<file path="src/common/adc_seq_pkg.sv">
package adc_seq_pkg;
	// Control word carried in the first twelve serial bits of a transfer.
	localparam int CTRL_W = 12;
	localparam int BIT_WRITE = 11;
	localparam int BIT_AUTO_CYCLE = 10;
	localparam int ADDR_HI = 9;
	localparam int ADDR_LO = 6;
	localparam int BIT_MASK_SEL = 3;
	localparam int BIT_RANGE = 1;
	localparam int BIT_CODING = 0;
	localparam logic [11:0] CTRL_RESET = 12'h000;
	// A coding bit of this value gives straight binary, the other value two's complement.
	localparam logic CODING_STRAIGHT = 1'b1;
	// Result word: channel tag above twelve result bits.
	localparam int NUM_CH = 16;
	localparam int CHAN_W = 4;
	localparam int DATA_W = 12;
	localparam int WORD_W = 16;
	localparam int FULL_SCALE_CODES = 4096;
	localparam logic [11:0] SIGN_FLIP = 12'h800;
	localparam logic [15:0] MASK_RESET = 16'h0000;
	localparam logic [3:0] CHAN_ZERO = 4'h0;
	localparam logic [3:0] CHAN_TOP = 4'hF;
	// Serial bit counts.
	localparam logic [4:0] CNT_CTRL_LAST = 5'h0B;
	localparam logic [4:0] CNT_CTRL_DONE = 5'h0C;
	localparam logic [4:0] CNT_WORD = 5'h10;
	// Result buffer depth.
	localparam int FIFO_DEPTH = 32;
	// Register port map, byte addresses.
	localparam int ADDR_W = 8;
	localparam logic [7:0] REG_CTRL = 8'h00;
	localparam logic [7:0] REG_MASK = 8'h04;
	localparam logic [7:0] REG_STATUS = 8'h08;
	localparam int ST_CONV_LO = 0;
	localparam int ST_PTR_LO = 4;
	localparam int ST_MODE_LO = 8;
	localparam int ST_FULL = 10;
	// Sequencer modes.
	typedef enum logic [1:0] {SEQ_OFF, SEQ_ARM, SEQ_MASK, SEQ_CONSEC} seq_mode_e;
endpackage : adc_seq_pkg

</file>
<file path="src/adc_channel_sequencer.sv">
// Our own choices: the address map and strobed register access.
`timescale 1ns/1ns
// How it works
// - Sequencer idle converts the addressed channel.
// - Result word is channel tag plus twelve bits.
// - Lowest control bit picks binary or two's complement.
// - Range bit picks one or two reference spans.
// - Code step is reference over 4096.
// - After mask load, lowest enabled channel first.
// - Each transfer advances to next enabled channel.
// - After highest enabled channel, wrap to lowest.
// - Sequence runs without further control writes.
// - Writes with pattern one-zero keep sequence running.
// - Any other pattern stops the running sequence.
// - Pattern one-one cycles consecutive channels from zero.
// - Address field names last consecutive channel.
// - Mask loads on transfer after zero-one write.
// - First mask bit is channel zero.
// - Control takes first twelve bits only if write set.
module adc_channel_sequencer (
	input wire logic CLK,
	input wire logic RST_N,
	input wire logic SCLK,
	input wire logic CS_N,
	input wire logic DIN,
	output logic DOUT,
	output logic DOUT_OE,
	output logic [3:0] MUX_SEL,
	output logic RANGE_SEL,
	output logic CONV_START,
	input wire logic SAR_VALID,
	input wire logic [11:0] SAR_DATA,
	output logic SAR_READY,
	input wire logic [7:0] ADDR,
	input wire logic [31:0] WDATA,
	input wire logic WR,
	input wire logic RD,
	output logic [31:0] RDATA
);
	// Previous pin levels used to find edges.
	logic sclk_q_reg;
	logic cs_n_q_reg;
	// Serial receive state.
	logic [4:0] bit_cnt_reg;
	logic [15:0] din_sh_reg;
	logic [11:0] cap_reg;
	logic cap_valid_reg;
	// Control, mask and sequencer state.
	logic [11:0] ctrl_reg;
	logic [15:0] mask_reg;
	adc_seq_pkg::seq_mode_e mode_reg;
	logic [3:0] ptr_reg;
	logic [3:0] conv_chan_reg;
	// Output side registers.
	logic [15:0] out_sh_reg;
	logic dout_reg;
	logic dout_oe_reg;
	logic [3:0] mux_sel_reg;
	logic conv_start_reg;
	logic sar_ready_reg;
	logic [31:0] rdata_reg;
	// Buffer connections.
	logic fifo_in_ready;
	logic fifo_out_valid;
	logic [15:0] fifo_out_data;

	// Edges of the serial pins, which arrive synchronous to CLK.
	wire cs_fall = cs_n_q_reg && !CS_N;
	wire cs_rise = !cs_n_q_reg && CS_N;
	wire sclk_fall = sclk_q_reg && !SCLK && !CS_N;

	// Channel enable per input; the first-received mask bit is channel zero.
	logic [15:0] en_vec;
	logic [15:0] en_new;
	// Channel enables of a mask written over the register port.
	logic [15:0] en_bus;
	genvar gc;
	generate
		for (gc = 0; gc < adc_seq_pkg::NUM_CH; gc++) begin : g_chan
			assign en_vec[gc] = mask_reg[adc_seq_pkg::NUM_CH-1-gc];
			assign en_new[gc] = din_sh_reg[adc_seq_pkg::NUM_CH-1-gc];
			assign en_bus[gc] = WDATA[adc_seq_pkg::NUM_CH-1-gc];
		end
	endgenerate

	// Smallest enabled channel above cur, else the lowest enabled channel.
	function automatic logic [3:0] next_on(input logic [15:0] en, input logic [3:0] cur);
		logic [3:0] res;
		int i;
		res = adc_seq_pkg::CHAN_ZERO;
		for (i = 15; i >= 0; i--) begin
			if (en[i]) begin
				res = 4'(i);
			end
		end
		for (i = 15; i >= 0; i--) begin
			if (en[i] && (4'(i) > cur) && (i < adc_seq_pkg::NUM_CH)) begin
				res = 4'(i);
			end
		end
		return res;
	endfunction : next_on

	// Control write decode: serial end of transfer wins over a bus write in the same cycle.
	wire in_arm = (mode_reg == adc_seq_pkg::SEQ_ARM);
	wire serial_ctrl_wr = cs_rise && !in_arm && cap_valid_reg
		&& cap_reg[adc_seq_pkg::BIT_WRITE];
	wire bus_ctrl_wr = WR && (ADDR == adc_seq_pkg::REG_CTRL);
	wire bus_mask_wr = WR && (ADDR == adc_seq_pkg::REG_MASK);
	wire wr_any = serial_ctrl_wr || bus_ctrl_wr;
	wire [11:0] wr_word = serial_ctrl_wr ? cap_reg : WDATA[11:0];
	wire [1:0] wr_pat = {wr_word[adc_seq_pkg::BIT_AUTO_CYCLE], wr_word[adc_seq_pkg::BIT_MASK_SEL]};
	wire mask_take = cs_rise && in_arm && (bit_cnt_reg == adc_seq_pkg::CNT_WORD);
	wire [3:0] last_chan = ctrl_reg[adc_seq_pkg::ADDR_HI:adc_seq_pkg::ADDR_LO];
	wire seq_idle = (mode_reg == adc_seq_pkg::SEQ_OFF) || in_arm;

	// Result coding and tagging.
	wire [11:0] coded = (ctrl_reg[adc_seq_pkg::BIT_CODING] == adc_seq_pkg::CODING_STRAIGHT)
		? SAR_DATA : (SAR_DATA ^ adc_seq_pkg::SIGN_FLIP);
	wire [15:0] result_word = {conv_chan_reg, coded};
	wire push = SAR_VALID && fifo_in_ready;

	// Register read selection; unmapped addresses read zero.
	wire [31:0] status_word = {21'h000000, !fifo_in_ready, mode_reg, ptr_reg, conv_chan_reg};
	wire [31:0] rd_mux = (ADDR == adc_seq_pkg::REG_CTRL) ? {20'h00000, ctrl_reg} :
		(ADDR == adc_seq_pkg::REG_MASK) ? {16'h0000, mask_reg} :
		(ADDR == adc_seq_pkg::REG_STATUS) ? status_word : 32'h00000000;

	// Result buffer between the converter and the serial output.
	result_fifo #(
		.WIDTH(adc_seq_pkg::WORD_W),
		.DEPTH(adc_seq_pkg::FIFO_DEPTH)
	) u_fifo (
		.clk(CLK),
		.rst_n(RST_N),
		.in_valid(SAR_VALID),
		.in_ready(fifo_in_ready),
		.in_data(result_word),
		.out_valid(fifo_out_valid),
		.out_ready(cs_fall),
		.out_data(fifo_out_data)
	);

	// Pin history for edge detection.
	always_ff @(posedge CLK or negedge RST_N) begin
		if (!RST_N) begin
			sclk_q_reg <= 1'b1;
			cs_n_q_reg <= 1'b1;
		end else begin
			sclk_q_reg <= SCLK;
			cs_n_q_reg <= CS_N;
		end
	end

	// Serial receive: count falling SCLK edges and catch the first twelve bits.
	always_ff @(posedge CLK or negedge RST_N) begin
		if (!RST_N) begin
			bit_cnt_reg <= '0;
			din_sh_reg <= '0;
			cap_reg <= '0;
			cap_valid_reg <= 1'b0;
		end else if (cs_fall) begin
			bit_cnt_reg <= '0;
			cap_valid_reg <= 1'b0;
		end else if (sclk_fall && (bit_cnt_reg != adc_seq_pkg::CNT_WORD)) begin
			bit_cnt_reg <= 5'(bit_cnt_reg + 1'b1);
			din_sh_reg <= {din_sh_reg[14:0], DIN};
			if (bit_cnt_reg == adc_seq_pkg::CNT_CTRL_LAST) begin
				cap_reg <= {din_sh_reg[10:0], DIN};
				cap_valid_reg <= 1'b1;
			end
		end
	end

	// Control word store; a serial word without the write bit leaves it unchanged, a bus write stores unless a serial control write lands in the same cycle.
	always_ff @(posedge CLK or negedge RST_N) begin
		if (!RST_N) begin
			ctrl_reg <= adc_seq_pkg::CTRL_RESET;
		end else if (wr_any) begin
			ctrl_reg <= wr_word;
		end
	end

	// Mask store, from the armed transfer or from the register port.
	always_ff @(posedge CLK or negedge RST_N) begin
		if (!RST_N) begin
			mask_reg <= adc_seq_pkg::MASK_RESET;
		end else if (mask_take) begin
			mask_reg <= din_sh_reg;
		end else if (bus_mask_wr) begin
			mask_reg <= WDATA[15:0];
		end
	end

	// Sequencer mode and pointer.
	always_ff @(posedge CLK or negedge RST_N) begin
		if (!RST_N) begin
			mode_reg <= adc_seq_pkg::SEQ_OFF;
			ptr_reg <= adc_seq_pkg::CHAN_ZERO;
			conv_chan_reg <= adc_seq_pkg::CHAN_ZERO;
		end else if (cs_fall) begin
			// Each sequenced conversion takes the pointer, then the pointer moves once.
			conv_chan_reg <= seq_idle ? last_chan : ptr_reg;
			if (mode_reg == adc_seq_pkg::SEQ_MASK) begin
				ptr_reg <= next_on(en_vec, ptr_reg);
			end else if (mode_reg == adc_seq_pkg::SEQ_CONSEC) begin
				ptr_reg <= (ptr_reg == last_chan) ? adc_seq_pkg::CHAN_ZERO
					: 4'(ptr_reg + 1'b1);
			end
		end else if (mask_take) begin
			// An empty mask leaves nothing to cycle.
			mode_reg <= (en_new == '0) ? adc_seq_pkg::SEQ_OFF : adc_seq_pkg::SEQ_MASK;
			ptr_reg <= next_on(en_new, adc_seq_pkg::CHAN_TOP);
		end else if (wr_any) begin
			case (wr_pat)
				2'h2: begin
					// Running sequence continues untouched.
					mode_reg <= mode_reg;
				end
				2'h1: begin
					mode_reg <= adc_seq_pkg::SEQ_ARM;
				end
				2'h3: begin
					mode_reg <= adc_seq_pkg::SEQ_CONSEC;
					ptr_reg <= adc_seq_pkg::CHAN_ZERO;
				end
				default: begin
					mode_reg <= adc_seq_pkg::SEQ_OFF;
				end
			endcase
		end else if (bus_mask_wr) begin
			mode_reg <= (WDATA[15:0] == '0) ? adc_seq_pkg::SEQ_OFF : adc_seq_pkg::SEQ_MASK;
			ptr_reg <= next_on(en_bus, adc_seq_pkg::CHAN_TOP);
		end
	end

	// Converter side: start pulse, channel select and ready hint.
	always_ff @(posedge CLK or negedge RST_N) begin
		if (!RST_N) begin
			conv_start_reg <= 1'b0;
			mux_sel_reg <= adc_seq_pkg::CHAN_ZERO;
			sar_ready_reg <= 1'b0;
		end else begin
			conv_start_reg <= cs_fall;
			if (cs_fall) begin
				mux_sel_reg <= seq_idle ? last_chan : ptr_reg;
			end
			sar_ready_reg <= fifo_in_ready;
		end
	end

	// Serial output: a buffered word is loaded on CS fall and sent MSB first.
	always_ff @(posedge CLK or negedge RST_N) begin
		if (!RST_N) begin
			out_sh_reg <= '0;
			dout_reg <= 1'b0;
			dout_oe_reg <= 1'b0;
		end else begin
			dout_oe_reg <= !CS_N;
			if (cs_fall) begin
				out_sh_reg <= fifo_out_valid ? fifo_out_data : '0;
				dout_reg <= fifo_out_valid && fifo_out_data[15];
			end else if (sclk_fall) begin
				out_sh_reg <= {out_sh_reg[14:0], 1'b0};
				dout_reg <= out_sh_reg[14];
			end
		end
	end

	// Register read data stands only in the cycle after the strobe.
	always_ff @(posedge CLK or negedge RST_N) begin
		if (!RST_N) begin
			rdata_reg <= '0;
		end else begin
			rdata_reg <= RD ? rd_mux : 32'h00000000;
		end
	end

	assign DOUT = dout_reg;
	assign DOUT_OE = dout_oe_reg;
	assign MUX_SEL = mux_sel_reg;
	assign RANGE_SEL = ctrl_reg[adc_seq_pkg::BIT_RANGE];
	assign CONV_START = conv_start_reg;
	assign SAR_READY = sar_ready_reg;
	assign RDATA = rdata_reg;

	// Helper terms for the checks below.
	wire [15:0] below_mask = (16'h0001 << ptr_reg) - 16'h0001;
	wire lower_clear = ((en_vec & below_mask) == '0);
	wire [15:0] above_mask = ~((16'h0002 << ptr_reg) - 16'h0001);
	wire none_higher = ((en_vec & above_mask) == '0);

	AST_IDLE_CHAN: assert property (@(posedge CLK) disable iff (!RST_N)
		cs_fall && seq_idle |=> MUX_SEL == $past(last_chan))
		else $error("Idle conversion did not use the address field.");
	AST_TAG: assert property (@(posedge CLK) disable iff (!RST_N)
		push |-> result_word[15:12] == MUX_SEL)
		else $error("Result word tag differs from converted channel.");
	AST_CODING: assert property (@(posedge CLK) disable iff (!RST_N)
		push && !ctrl_reg[adc_seq_pkg::BIT_CODING] |-> coded == (SAR_DATA ^ adc_seq_pkg::SIGN_FLIP))
		else $error("Two's complement coding not applied.");
	AST_RANGE: assert property (@(posedge CLK) disable iff (!RST_N)
		wr_any |=> RANGE_SEL == $past(wr_word[adc_seq_pkg::BIT_RANGE]))
		else $error("Range select did not follow control write.");
	AST_MASK_START: assert property (@(posedge CLK) disable iff (!RST_N)
		mask_take && (en_new != '0) |=> mode_reg == adc_seq_pkg::SEQ_MASK
			&& en_vec[ptr_reg] && lower_clear)
		else $error("Mask sequence did not start at lowest channel.");
	AST_MASK_STEP: assert property (@(posedge CLK) disable iff (!RST_N)
		cs_fall && mode_reg == adc_seq_pkg::SEQ_MASK |=> en_vec[ptr_reg])
		else $error("Mask pointer moved to a disabled channel.");
	AST_MASK_WRAP: assert property (@(posedge CLK) disable iff (!RST_N)
		cs_fall && mode_reg == adc_seq_pkg::SEQ_MASK && none_higher |=> lower_clear)
		else $error("Mask pointer did not wrap to lowest channel.");
	AST_MODE_HOLD: assert property (@(posedge CLK) disable iff (!RST_N)
		!wr_any && !mask_take && !bus_mask_wr |=> $stable(mode_reg))
		else $error("Mode changed without a write.");
	AST_STOP: assert property (@(posedge CLK) disable iff (!RST_N)
		!cs_fall && wr_any && wr_pat == 2'h0 |=> mode_reg == adc_seq_pkg::SEQ_OFF)
		else $error("Sequence not stopped by write.");
	AST_CONSEC: assert property (@(posedge CLK) disable iff (!RST_N)
		!cs_fall && wr_any && wr_pat == 2'h3 |=> mode_reg == adc_seq_pkg::SEQ_CONSEC
			&& ptr_reg == adc_seq_pkg::CHAN_ZERO)
		else $error("Consecutive mode did not start at channel zero.");
	AST_CONSEC_WRAP: assert property (@(posedge CLK) disable iff (!RST_N)
		cs_fall && mode_reg == adc_seq_pkg::SEQ_CONSEC && ptr_reg == last_chan
			|=> ptr_reg == adc_seq_pkg::CHAN_ZERO ##1 ($stable(ptr_reg) || !$stable(CS_N)))
		else $error("Consecutive sequence did not restart at zero.");
	AST_MASK_LOAD: assert property (@(posedge CLK) disable iff (!RST_N)
		mask_take |=> mask_reg == $past(din_sh_reg))
		else $error("Mask not loaded from armed transfer.");
	AST_NO_WRITE: assert property (@(posedge CLK) disable iff (!RST_N)
		cs_rise && cap_valid_reg && !cap_reg[adc_seq_pkg::BIT_WRITE] && !bus_ctrl_wr
			|=> $stable(ctrl_reg))
		else $error("Control changed without write bit.");
	AST_CONV_PULSE: assert property (@(posedge CLK) disable iff (!RST_N)
		cs_fall |=> CONV_START ##1 !CONV_START)
		else $error("Conversion start not one pulse per chip select fall.");
endmodule : adc_channel_sequencer

</file>
<file path="src/result_fifo.sv">
`timescale 1ns/1ns
// Result buffer with a registered output stage; holds DEPTH words plus the output word.
module result_fifo #(
	parameter int WIDTH = 16,
	parameter int DEPTH = 32
) (
	input wire logic clk,
	input wire logic rst_n,
	input wire logic in_valid,
	output logic in_ready,
	input wire logic [WIDTH-1:0] in_data,
	output logic out_valid,
	input wire logic out_ready,
	output logic [WIDTH-1:0] out_data
);
	localparam int AW = $clog2(DEPTH);
	localparam logic [AW:0] FULL_COUNT = (AW+1)'(DEPTH);
	localparam logic [AW:0] ZERO_COUNT = '0;

	logic [WIDTH-1:0] mem [DEPTH]; // Storage array.
	logic [AW-1:0] wr_ptr_reg; // Next slot to write.
	logic [AW-1:0] rd_ptr_reg; // Next slot to read.
	logic [AW:0] count_reg; // Words held in the array.
	logic [WIDTH-1:0] out_data_reg; // Output word register.
	logic out_valid_reg; // Output word is present.

	wire push = in_valid && in_ready;
	wire load = (count_reg != ZERO_COUNT) && (!out_valid_reg || out_ready);
	wire pop_out = out_valid_reg && out_ready;

	assign in_ready = (count_reg != FULL_COUNT);
	assign out_valid = out_valid_reg;
	assign out_data = out_data_reg;

	// The array itself needs no reset.
	always_ff @(posedge clk) begin
		if (push) begin
			mem[wr_ptr_reg] <= in_data;
		end
	end

	// Pointers and the fill count.
	always_ff @(posedge clk or negedge rst_n) begin
		if (!rst_n) begin
			wr_ptr_reg <= '0;
			rd_ptr_reg <= '0;
			count_reg <= '0;
		end else begin
			if (push) begin
				wr_ptr_reg <= AW'(wr_ptr_reg + 1'b1);
			end
			if (load) begin
				rd_ptr_reg <= AW'(rd_ptr_reg + 1'b1);
			end
			count_reg <= (AW+1)'(count_reg + push - load);
		end
	end

	// The output stage refills whenever it is empty or being taken.
	always_ff @(posedge clk or negedge rst_n) begin
		if (!rst_n) begin
			out_data_reg <= '0;
			out_valid_reg <= 1'b0;
		end else if (load) begin
			out_data_reg <= mem[rd_ptr_reg];
			out_valid_reg <= 1'b1;
		end else if (pop_out) begin
			out_valid_reg <= 1'b0;
		end
	end
endmodule : result_fifo

</file>
<file path="config.mk">
export PLATFORM = sky130hd
export DESIGN_NAME = adc_channel_sequencer
export DESIGN_NICKNAME = d
export VERILOG_FILES = /design/src/common/adc_seq_pkg.sv /design/src/adc_channel_sequencer.sv /design/src/result_fifo.sv
export SDC_FILE = /design/constraint.sdc
export NUM_CORES = 1
export LEC_CHECK = 0
export BUFFER_PORTS_ARGS = -buffer_cell sky130_fd_sc_hd__buf_2
export CORE_UTILIZATION = 55
export CTS_CLUSTER_SIZE = 16
export DETAILED_ROUTE_END_ITERATION = 12
export PLACE_DENSITY = 0.72
export SETUP_SLACK_MARGIN = 0.2
export SYNTH_ARGS = -nofsm -noshare
export SYNTH_HDL_FRONTEND = slang
export SYNTH_SLANG_ARGS = --single-unit
</file>
<file path="constraint.sdc">
create_clock -name CLK -period 4.6 [get_ports CLK]
set_input_delay 0.69 -clock CLK [delete_from_list [all_inputs] [get_ports CLK]]
set_output_delay 0.69 -clock CLK [all_outputs]
set_load 0.02 [all_outputs]
</file>
Word level (Yosys, flattened, before mapping)
Memory sizes are Yosys's and may differ from the RTL's. A register that Yosys moved wholly into a read port is not among the register bits.
Cells that the tools add are included.
Widths: inputs -> output; s select.
{"block": "word_totals", "reg_bits": 126, "ram_bits": 512, "word_cells": 222, "mem_count": 1}
{"block": "classes", "add_sub_neg": 6, "magnitude_cmp": 16, "n_eq_ne": 16, "n_mux": 101, "bitwise": 2, "n_reduce_logical": 59}
{"name": "u_fifo.mem", "depth": 32, "width": 16, "rd": 1, "rd_ports_with_merged_regs": 1, "write_ports": 1, "line_no": "result_fifo.sv:20", "rtl": "logic [WIDTH-1:0] mem [DEPTH];"}
{"operator": "$mux 4", "n": 73}
{"operator": "$mux 16", "n": 5}
{"operator": "$mux 15", "n": 3}
{"operator": "$gt 4x4->1 const A", "n": 8}
{"operator": "$logic_and 1x1->1", "n": 32}
{"operator": "$logic_not 16->1", "n": 2}
{"operator": "$mux 12", "n": 2}
{"operator": "$gt 3x4->1 const A", "n": 4}
{"operator": "$add 5x1->5 const B", "n": 3}
{"operator": "$mux 11", "n": 1}
{"operator": "$mux 2", "n": 5}
{"operator": "$mux 5", "n": 2}
{"operator": "$reduce_bool 2->1", "n": 5}
{"operator": "$mux 1", "n": 9}
{"operator": "$reduce_and 3->1", "n": 3}
{"operator": "$eq 2x2->1 const B", "n": 4}
{"operator": "$eq 8x3->1 const B", "n": 1}
{"operator": "$eq 8x4->1 const B", "n": 1}
{"operator": "$gt 1x4->1 const A", "n": 2}
{"operator": "$gt 2x4->1 const A", "n": 2}
{"operator": "$logic_not 8->1", "n": 1}
{"operator": "$logic_not 1->1", "n": 7}
{"operator": "$add 6x1->6", "n": 1}
{"operator": "$ne 6x6->1 const B", "n": 1}
{"operator": "other kinds (18)", "n": 23}

Logic depth before layout (Yosys ltp)
Gate-level depths: netlist of the first run.
{"block": "depth", "ltp_word": 34, "ltp_mapped": 16, "ltp_nobuf": 14}

By module
A second synthesis of the first run with hierarchy kept.
{"block": "unflattened", "cells_unflattened": 1749, "area_unflattened_um2": 27466.3}
{"module": "result_fifo", "instances": 1, "cells_per_inst": 1078, "area_each_um2": 21378.0, "seq_area_each_um2": 16200.5}
{"module": "adc_channel_sequencer", "instances": 1, "cells_per_inst": 671, "area_each_um2": 6088.3, "seq_area_each_um2": 2730.1}

Worst setup path before layout of the first run
Ideal clock, no wire load.
{"block": "synth_path", "kind": "input -> register", "from": "input CS_N", "to": "register u_fifo.count_reg[4]", "t_arrival_ps": 3024, "required_time_ps": 4478, "setup_slack_ps": 1453, "path_stages": 15, "path_cell_list": "nand2b_1 > clkbuf_1 > a21oi_1 > clkbuf_1 > clkbuf_1 > ha_1 > inv_1 > ha_1 > inv_1 > fa_1 > inv_1 > a21oi_1 > nor2_1 > nor2_1 > xnor2_1"}
{"block": "synth_between", "elab_chain_len": 5}
{"element": "start, declared", "line_no": "adc_channel_sequencer.sv:24", "rtl": "input wire logic CS_N,"}
{"element": "$logic_not 1->1", "line_no": "adc_channel_sequencer.sv:68", "rtl": "wire cs_fall = cs_n_q_reg && !CS_N;"}
{"element": "$logic_and 1x1->1", "line_no": "adc_channel_sequencer.sv:68"}
{"element": "$logic_or 1x1->1", "line_no": "result_fifo.sv:28", "rtl": "wire load = (count_reg != ZERO_COUNT) && (!out_valid_reg || out_ready);"}
{"element": "$logic_and 1x1->1", "line_no": "result_fifo.sv:28"}
{"element": "via u_fifo.load", "line_no": "result_fifo.sv:28"}
{"element": "$sub 6x1->6", "line_no": "result_fifo.sv:55", "rtl": "count_reg <= (AW+1)'(count_reg + push - load);"}
{"element": "end signal, assigned", "line_no": "result_fifo.sv:55"}
{"element": "end, declared", "line_no": "result_fifo.sv:23", "rtl": "logic [AW:0] count_reg;"}
The timed path passes the listed nets, and every way through them passes these cells.
A chain may end at the register's enable or synchronous reset.

==> results of run 1 <==
==> critical path: cells and delay by family, from the launching register on <==
family | cells | cell delay (ps)
multiplexers | 3 | 1450
flip-flops | 1 | 790
buffers and inverters | 1 | 410
AO/OA/AOI/OAI | 1 | 130
==> worst paths after layout <==
| check | startpoint | to | cells past startpoint |
|---|---|---|---|
| setup / recovery | u_fifo.rd_ptr_reg[0] | u_fifo.out_data[2] | 5 |
| hold / removal | RST_N | RDATA[13] | 1 |
| setup reg to reg | u_fifo.rd_ptr_reg[0] | u_fifo.out_data[2] | 5 |
| hold reg to reg | cap_valid_reg | cap_valid_reg | 1 |
| max in group asynchronous | RST_N | sclk_q_reg | 2 |
| min in group CLK | SCLK | sclk_q_reg | 1 |
==> kinds of logic after synthesis <==
kind of cell | share of synthesized area, %
flops | 69.7
simple gates | 5.81
mux | 16.2
compound gates | 4.29
buf+inv | 2.32
xor+xnor | 0.710
fa+ha+maj | 0.950
other cells | 0.0138
==> per-layer routing <==
metal	track usage (%)	wire length (um)
met1	33.5	24400
met5	0	0
met3	4.12	3500
met4	8.51	1800
met2	42.4	31200
==> stage by stage <==
step	hold slack, ps	cells	power (mW)	util, %	worst slack (ps)
3_3_place_gp	458	2285	12.0	58.1	1340
4_1_cts	97.2	2404	17.3	62.5	1560
3_5_place_dp	464	2285	12.1	58.1	1290
5_1_grt	137	2404	17.9	62.5	1400
6_report	84.9	2404	17.2	62.5	1590
2_1_floorplan	394	1601	10.7	-	1450
==> area by class of cell <==
class	instances	area [um^2]
clock buffer	88	1750
clock inverter	31	368
fill	3516	18300
inverter	36	135
multi-input combinational	807	7670
sequential	654	18900
tap	664	831
timing repair buffer	124	817
==> Yosys cell counts, types with 12 or more instances <==
| cell type | count | share of area [%] |
|---|---|---|
| nor2b_1 | 13 | 0.30 |
| buf_1 | 16 | 0.22 |
| a31oi_1 | 25 | 0.58 |
| nand3_1 | 31 | 0.57 |
| buf_4 | 17 | 0.47 |
| mux2i_1 | 48 | 1.8 |
| nand2b_1 | 12 | 0.28 |
| xnor2_1 | 12 | 0.39 |
| o21ai_0 | 47 | 0.87 |
| inv_1 | 35 | 0.48 |
| clkbuf_1 | 48 | 0.66 |
| edfxtp_1 | 512 | 57 |
| ha_1 | 19 | 0.88 |
| mux4_2 | 160 | 13 |
| buf_2 | 21 | 0.39 |
| a21oi_1 | 45 | 0.83 |
| dfrtp_1 | 140 | 13 |
| nor2_1 | 134 | 1.9 |
| nand2_1 | 88 | 1.2 |
| mux2_2 | 27 | 1.1 |
==> report_power, final <==
part           leakage (nW)  switching (mW)  internal (mW)
clock                  1.02            2.23           3.01
sequential             6.44           0.596           7.02
combinational          3.31            2.19           2.12
total                  10.8            5.01           12.2
==> layout by cell type (no fill, tap or decap), types with 12 or more instances in the layout <==
| cell | n |
|---|---|
| nor2b_1 | 13 |
| clkbuf_16 | 66 |
| mux4_2 | 160 |
| clkbuf_1 | 20 |
| mux2_2 | 27 |
| edfxtp_1 | 512 |
| o21ai_0 | 47 |
| mux2i_1 | 48 |
| a31oi_1 | 25 |
| ha_1 | 19 |
| a21oi_1 | 44 |
| buf_4 | 52 |
| nand2_1 | 88 |
| nor2_1 | 134 |
| nand2b_1 | 12 |
| inv_1 | 35 |
| buf_2 | 67 |
| conb_1 | 16 |
| dfrtp_1 | 137 |
| nand3_1 | 31 |
==> qor.csv, run 1 <==
metric;value;unit
vias;14710;
clock-sinks;654;
antenna_found_initial;0;
ys_ff_latch;654;
path_cells;buf_12 -> mux4_2 -> mux4_2 -> mux2i_1 -> a21oi_1;
die_area;50200;um^2
crit_top_cell;mux4_2;
postCtsSetupBuffers;0;
rsz0062_at_grt;no;
synthCells;1586;
syn_to_final_growth;12.4;%
place_hpwl;35.9;mm
grt_start_max_net_pins;73;
numCtsBuffers;66;
cts_buffer_depth;3;
diodes;0;
first_iter_violations;1532;
worstPathRequired;5070;ps
netlist_area;27100;um^2
synth_edf_count;512;
fin_area;30500;um^2
setup_tns;0;ps
powerDensity;563;nW/um^2
cts-root-buf;clkbuf_16;
hold_viol_final;0;
largest_reg_flops;512;
peakVddDrop;0.546;mV
grt_pass1_vias;14648;
start_kind;register;
r2r_setup_slack;1590;ps
clk_pin_slew_worst_paths;60;ps
p_leak;10.8;nW
ys_types;75;
timing.final.crit_share;65.3;%
endpoint_kind;register;
ys_seq_area_share;69.7;%
regMostFlops;u_fifo.mem;
ctsHoldBuffers;0;
placed_area;28400;um^2
worst_pin_slew;957;ps
grtUsageTotal;25.2;%
dieHeight;224;um
nets;1769;
async_reset_ff_share;21.7;%
wl_per_cell;25.3;um
finalSetupViolations;0;
cap_violations;0;
drv_slew;0;
ys.flop_type;edfxtp_1;
drive_above_1_share;24.4;%
slowest_delay;790;ps
cp.arrival;3470;ps
tritoncts;yes;
via_per_inst;6.12;
outcome;finished clean;
core;48800;um^2
critPathMaxFanout;52;
fin_crit;3010;ps
min_path_type;primary input to async pin;
slew_headroom;36.1;%
htreeDepth;3;
routed_wl;60.9;mm
place_congestion;0.910;
cts_resized;0;
portBuffers;68;
dieWidth;224;um
ys.warnings.count;0;
grt_pass1_wl;92.0;mm
row_count;81;
io_pins;101;
firstDrtPassIters;6;
crit_slowest_cell;dfrtp_4;
finalClockSkew;19.7;ps
max_freq;0.333;GHz
worst_skew_pair.late_latency;620;ps
drc;0;
syn_avg_cell_area;17.1;um^2
start_util;55.6;%
grt_overflow;0;
worstSetupPathType;register to register;
drtAntennaViolNets;0;
(Power assumes the default switching activity.)
==> run 2, diff against run 1 <==
--- a/config.mk
+++ b/config.mk
@@ -5,11 +5,12 @@
 export SDC_FILE = /design/constraint.sdc
 export NUM_CORES = 1
 export LEC_CHECK = 0
+export ABC_AREA = 1
 export BUFFER_PORTS_ARGS = -buffer_cell sky130_fd_sc_hd__buf_2
 export CORE_UTILIZATION = 55
 export CTS_CLUSTER_SIZE = 16
 export DETAILED_ROUTE_END_ITERATION = 12
-export PLACE_DENSITY = 0.72
+export PLACE_DENSITY = 0.75
 export SETUP_SLACK_MARGIN = 0.2
 export SYNTH_ARGS = -nofsm -noshare
 export SYNTH_HDL_FRONTEND = slang
==> constraint.sdc (replaced) <==
create_clock -name CLK -period 2.41 [get_ports CLK]
set_input_delay 0.3615 -clock CLK [delete_from_list [all_inputs] [get_ports CLK]]
set_output_delay 0.3615 -clock CLK [all_outputs]
set_load 0.02 [all_outputs]
==> qor.csv, run 2 <==
metric;value;unit;change
use_met1;40.2;%;+6.7 points
async_reset_ff_share;21.7;%;unchanged
post-place-cells;3061;;+34%
grt_start_max_net_pins;73;;unchanged
place_hpwl;44.0;mm;+22%
wl_per_cell;23.2;um;-8.4%
die_area;50400;um^2;+0.38%
worstPathRequired;2880;ps;-2190 ps
cts_buffer_depth;3;;unchanged
final_common_cell;edfxtp_1;;
gr-max-usage-layer;met2;;
critPathTopFamily;compound AO/OA/AOI/OAI gates;;
cp.arrival;2740;ps;-730 ps
synth_edf_count;512;;unchanged
fillers;3489;;-0.77%
layout.cells.non_filler;3224;;+34%
place_congestion;0.910;;about the same
row_count;81;;unchanged
yosys.area.top_type;edfxtp_1;;
grtUsageTotal;28.5;%;+3.4 points
min_path_type;primary input to register;;
antenna_found_initial;3;;+3
drive_above_1_share;16.6;%;-7.9 points
grt_overflow;0;;unchanged
start_util;55.7;%;+0.097 points
htreeDepth;3;;unchanged
io_pins;101;;unchanged
path_buf_inv;2;;+1
final_cell_mix;edfxtp_1, nor2_1, o21ai_0;;
vias;19858;;+35%
worst_skew_pair.late_latency;610;ps;about the same
endpoint_kind;register;;
outcome;finished clean;;
peakVddDrop;0.770;mV;+41%
fin_crit;2270;ps;-739 ps
max_freq;0.441;GHz;+33%
syn_to_final_growth;18.6;%;
rsz0062_at_grt;yes;;
netlist.area_leader.share;56.4;%;-0.22 points
synthTopCellsByArea;edfxtp_1, dfrtp_1, o21ai_0;;
synthTopCellsByCount;edfxtp_1, o21ai_0, nor2_1;;
path_cells;buf_8 -> buf_16 -> o21ai_4 -> o22ai_2 -> o211ai_1 -> nand4_1 -> nand3_2 -> o21ai_2;;
largest_reg_flops;512;;unchanged
dieWidth;225;um;+0.19%
synthCells;2354;;+48%
worst_pin_slew;904;ps;-53.5 ps
nets;2593;;+47%
routed_wl;74.8;mm;+23%
cts-root-buf;clkbuf_16;;
slew_headroom;39.8;%;+3.7 points
met3_usage;5.28;%;+1.2 points
syn_avg_cell_area;11.6;um^2;-32%
netlist_area;27200;um^2;+0.38%
ys_seq_area_share;69.5;%;-0.27 points
firstDrtPassIters;6;;unchanged
portBuffers;68;;unchanged
dieHeight;225;um;+0.19%
critPathMaxFanout;9;;-83%
hold_ws;89.1;ps;+4.25 ps
finalClockSkew;25.8;ps;+6.07 ps
setup_tns;0;ps;unchanged
fin_area;32300;um^2;+5.9%
clk_pin_slew_worst_paths;60;ps;about the same
ys_types;53;;-29%
drv_slew;0;;unchanged
synth.most_common_cell;edfxtp_1;;
ys.flop_type;edfxtp_1;;
via_per_inst;6.16;;+0.66%
crit_slowest_cell;dfrtp_4;;
placed_area;29300;um^2;+3.0%
first_iter_violations;2547;;+66%
tritoncts;yes;;
use_met2;43.8;%;+1.4 points
ys.warnings.count;0;;unchanged
grt_pass1_wl;108;mm;+18%
hold_viol_final;0;;unchanged
regMostFlops;u_fifo.mem;;
slowest_delay;590;ps;-200 ps
core;49000;um^2;+0.21%
start_kind;register;;
drtAntennaViolNets;0;;unchanged
drc;0;;unchanged
ys_ff_latch;654;;unchanged
numCtsBuffers;66;;unchanged
worstSetupPathType;register to register;;
powerDensity;1160;nW/um^2;+110%
p_leak;11.9;nW;+11%
cap_violations;0;;unchanged
grt_pass1_vias;18933;;+29%
clock-sinks;654;;unchanged
finalSetupViolations;0;;unchanged
timing.final.crit_share;94.0;%;+29 points
## run 2: final cells by class
class / instances / area [um^2] / area share [%]
Sequential cell: 654 / 18900 / 58.6
Multi-Input combinational cell: 1394 / 7400 / 22.9
Timing Repair Buffer: 224 / 2330 / 7.21
Clock buffer: 83 / 1780 / 5.50
Tap cell: 664 / 831 / 2.57
Inverter: 172 / 699 / 2.16
Clock inverter: 31 / 333 / 1.03
Timing Repair inverter: 1 / 8.76 / 0.0271
Antenna cell: 1 / 2.50 / 0.00774
## run 2: metrics by stage
stage	util [%]	setup slack [ps]	total power [mW]
after floorplan	-	90.9	20.9
after global placement	59.8	111	24.8
after detailed placement	59.8	128	25.2
after CTS	64.5	192	35.7
after global routing	66.0	-141	38.8
final	66.0	144	37.3
## run 2: worst paths after layout
path / endpoint / cells past startpoint / slack [ps] / startpoint
setup / recovery: u_fifo.out_data[15] / 8 / 140 / u_fifo.rd_ptr_reg[0]
hold / removal: ctrl_reg[1] / 3 / 90 / WDATA[1]
setup reg to reg: u_fifo.out_data[15] / 8 / 140 / u_fifo.rd_ptr_reg[0]
hold reg to reg: cap_valid_reg / 2 / 490 / cap_valid_reg
max in group asynchronous: din_sh_reg[9] / 3 / 1380 / RST_N
min in group asynchronous: RDATA[12] / 2 / 300 / RST_N
## run 2: cell families after synthesis
logic type | count (synthesis) | synth area share (%)
and+or+nand+nor | 707 | 10.7
DFF | 654 | 69.5
AOI/OAI and AO/OA | 633 | 13.4
buffers and inverters | 321 | 4.82
adders and majority gates | 20 | 0.946
xor gates and xnor gates | 17 | 0.546
other | 1 | 0.0138
muxes | 1 | 0.0413
## run 2: routing by layer
| layer | vias up | part of all wire, % |
|---|---|---|
| met5 | - | 0.019 |
| met4 | 2 | 3.5 |
| met3 | 155 | 10 |
| met2 | 1142 | 46 |
| met1 | 9778 | 40 |
| li1 | 8781 | - |
## run 2: report_power, final
group	switching [mW]	internal, mW	total (mW)
sequential	0.648	13.4	14.1
combinational	8.51	4.58	13.1
clock	4.20	5.97	10.2
total	13.4	24.0	37.3
## run 2: what timing repair did
action,4_1_cts,5_1_grt
setup endpoints to repair,114,112
gates resized for setup,6,119
buffers inserted,9,20
gates cloned,2,13
pin swaps,7,63
endpoints found under the hold margin,54,0
hold buffers,4,0
## run 2: worst reg2reg max path, stage by stage (launching register included)
cell	delay, ps
dfrtp_4	590
buf_8	190
buf_16	170
o21ai_4	140
o22ai_2	110
o211ai_1	380
nand4_1	320
nand3_2	190
o21ai_2	60
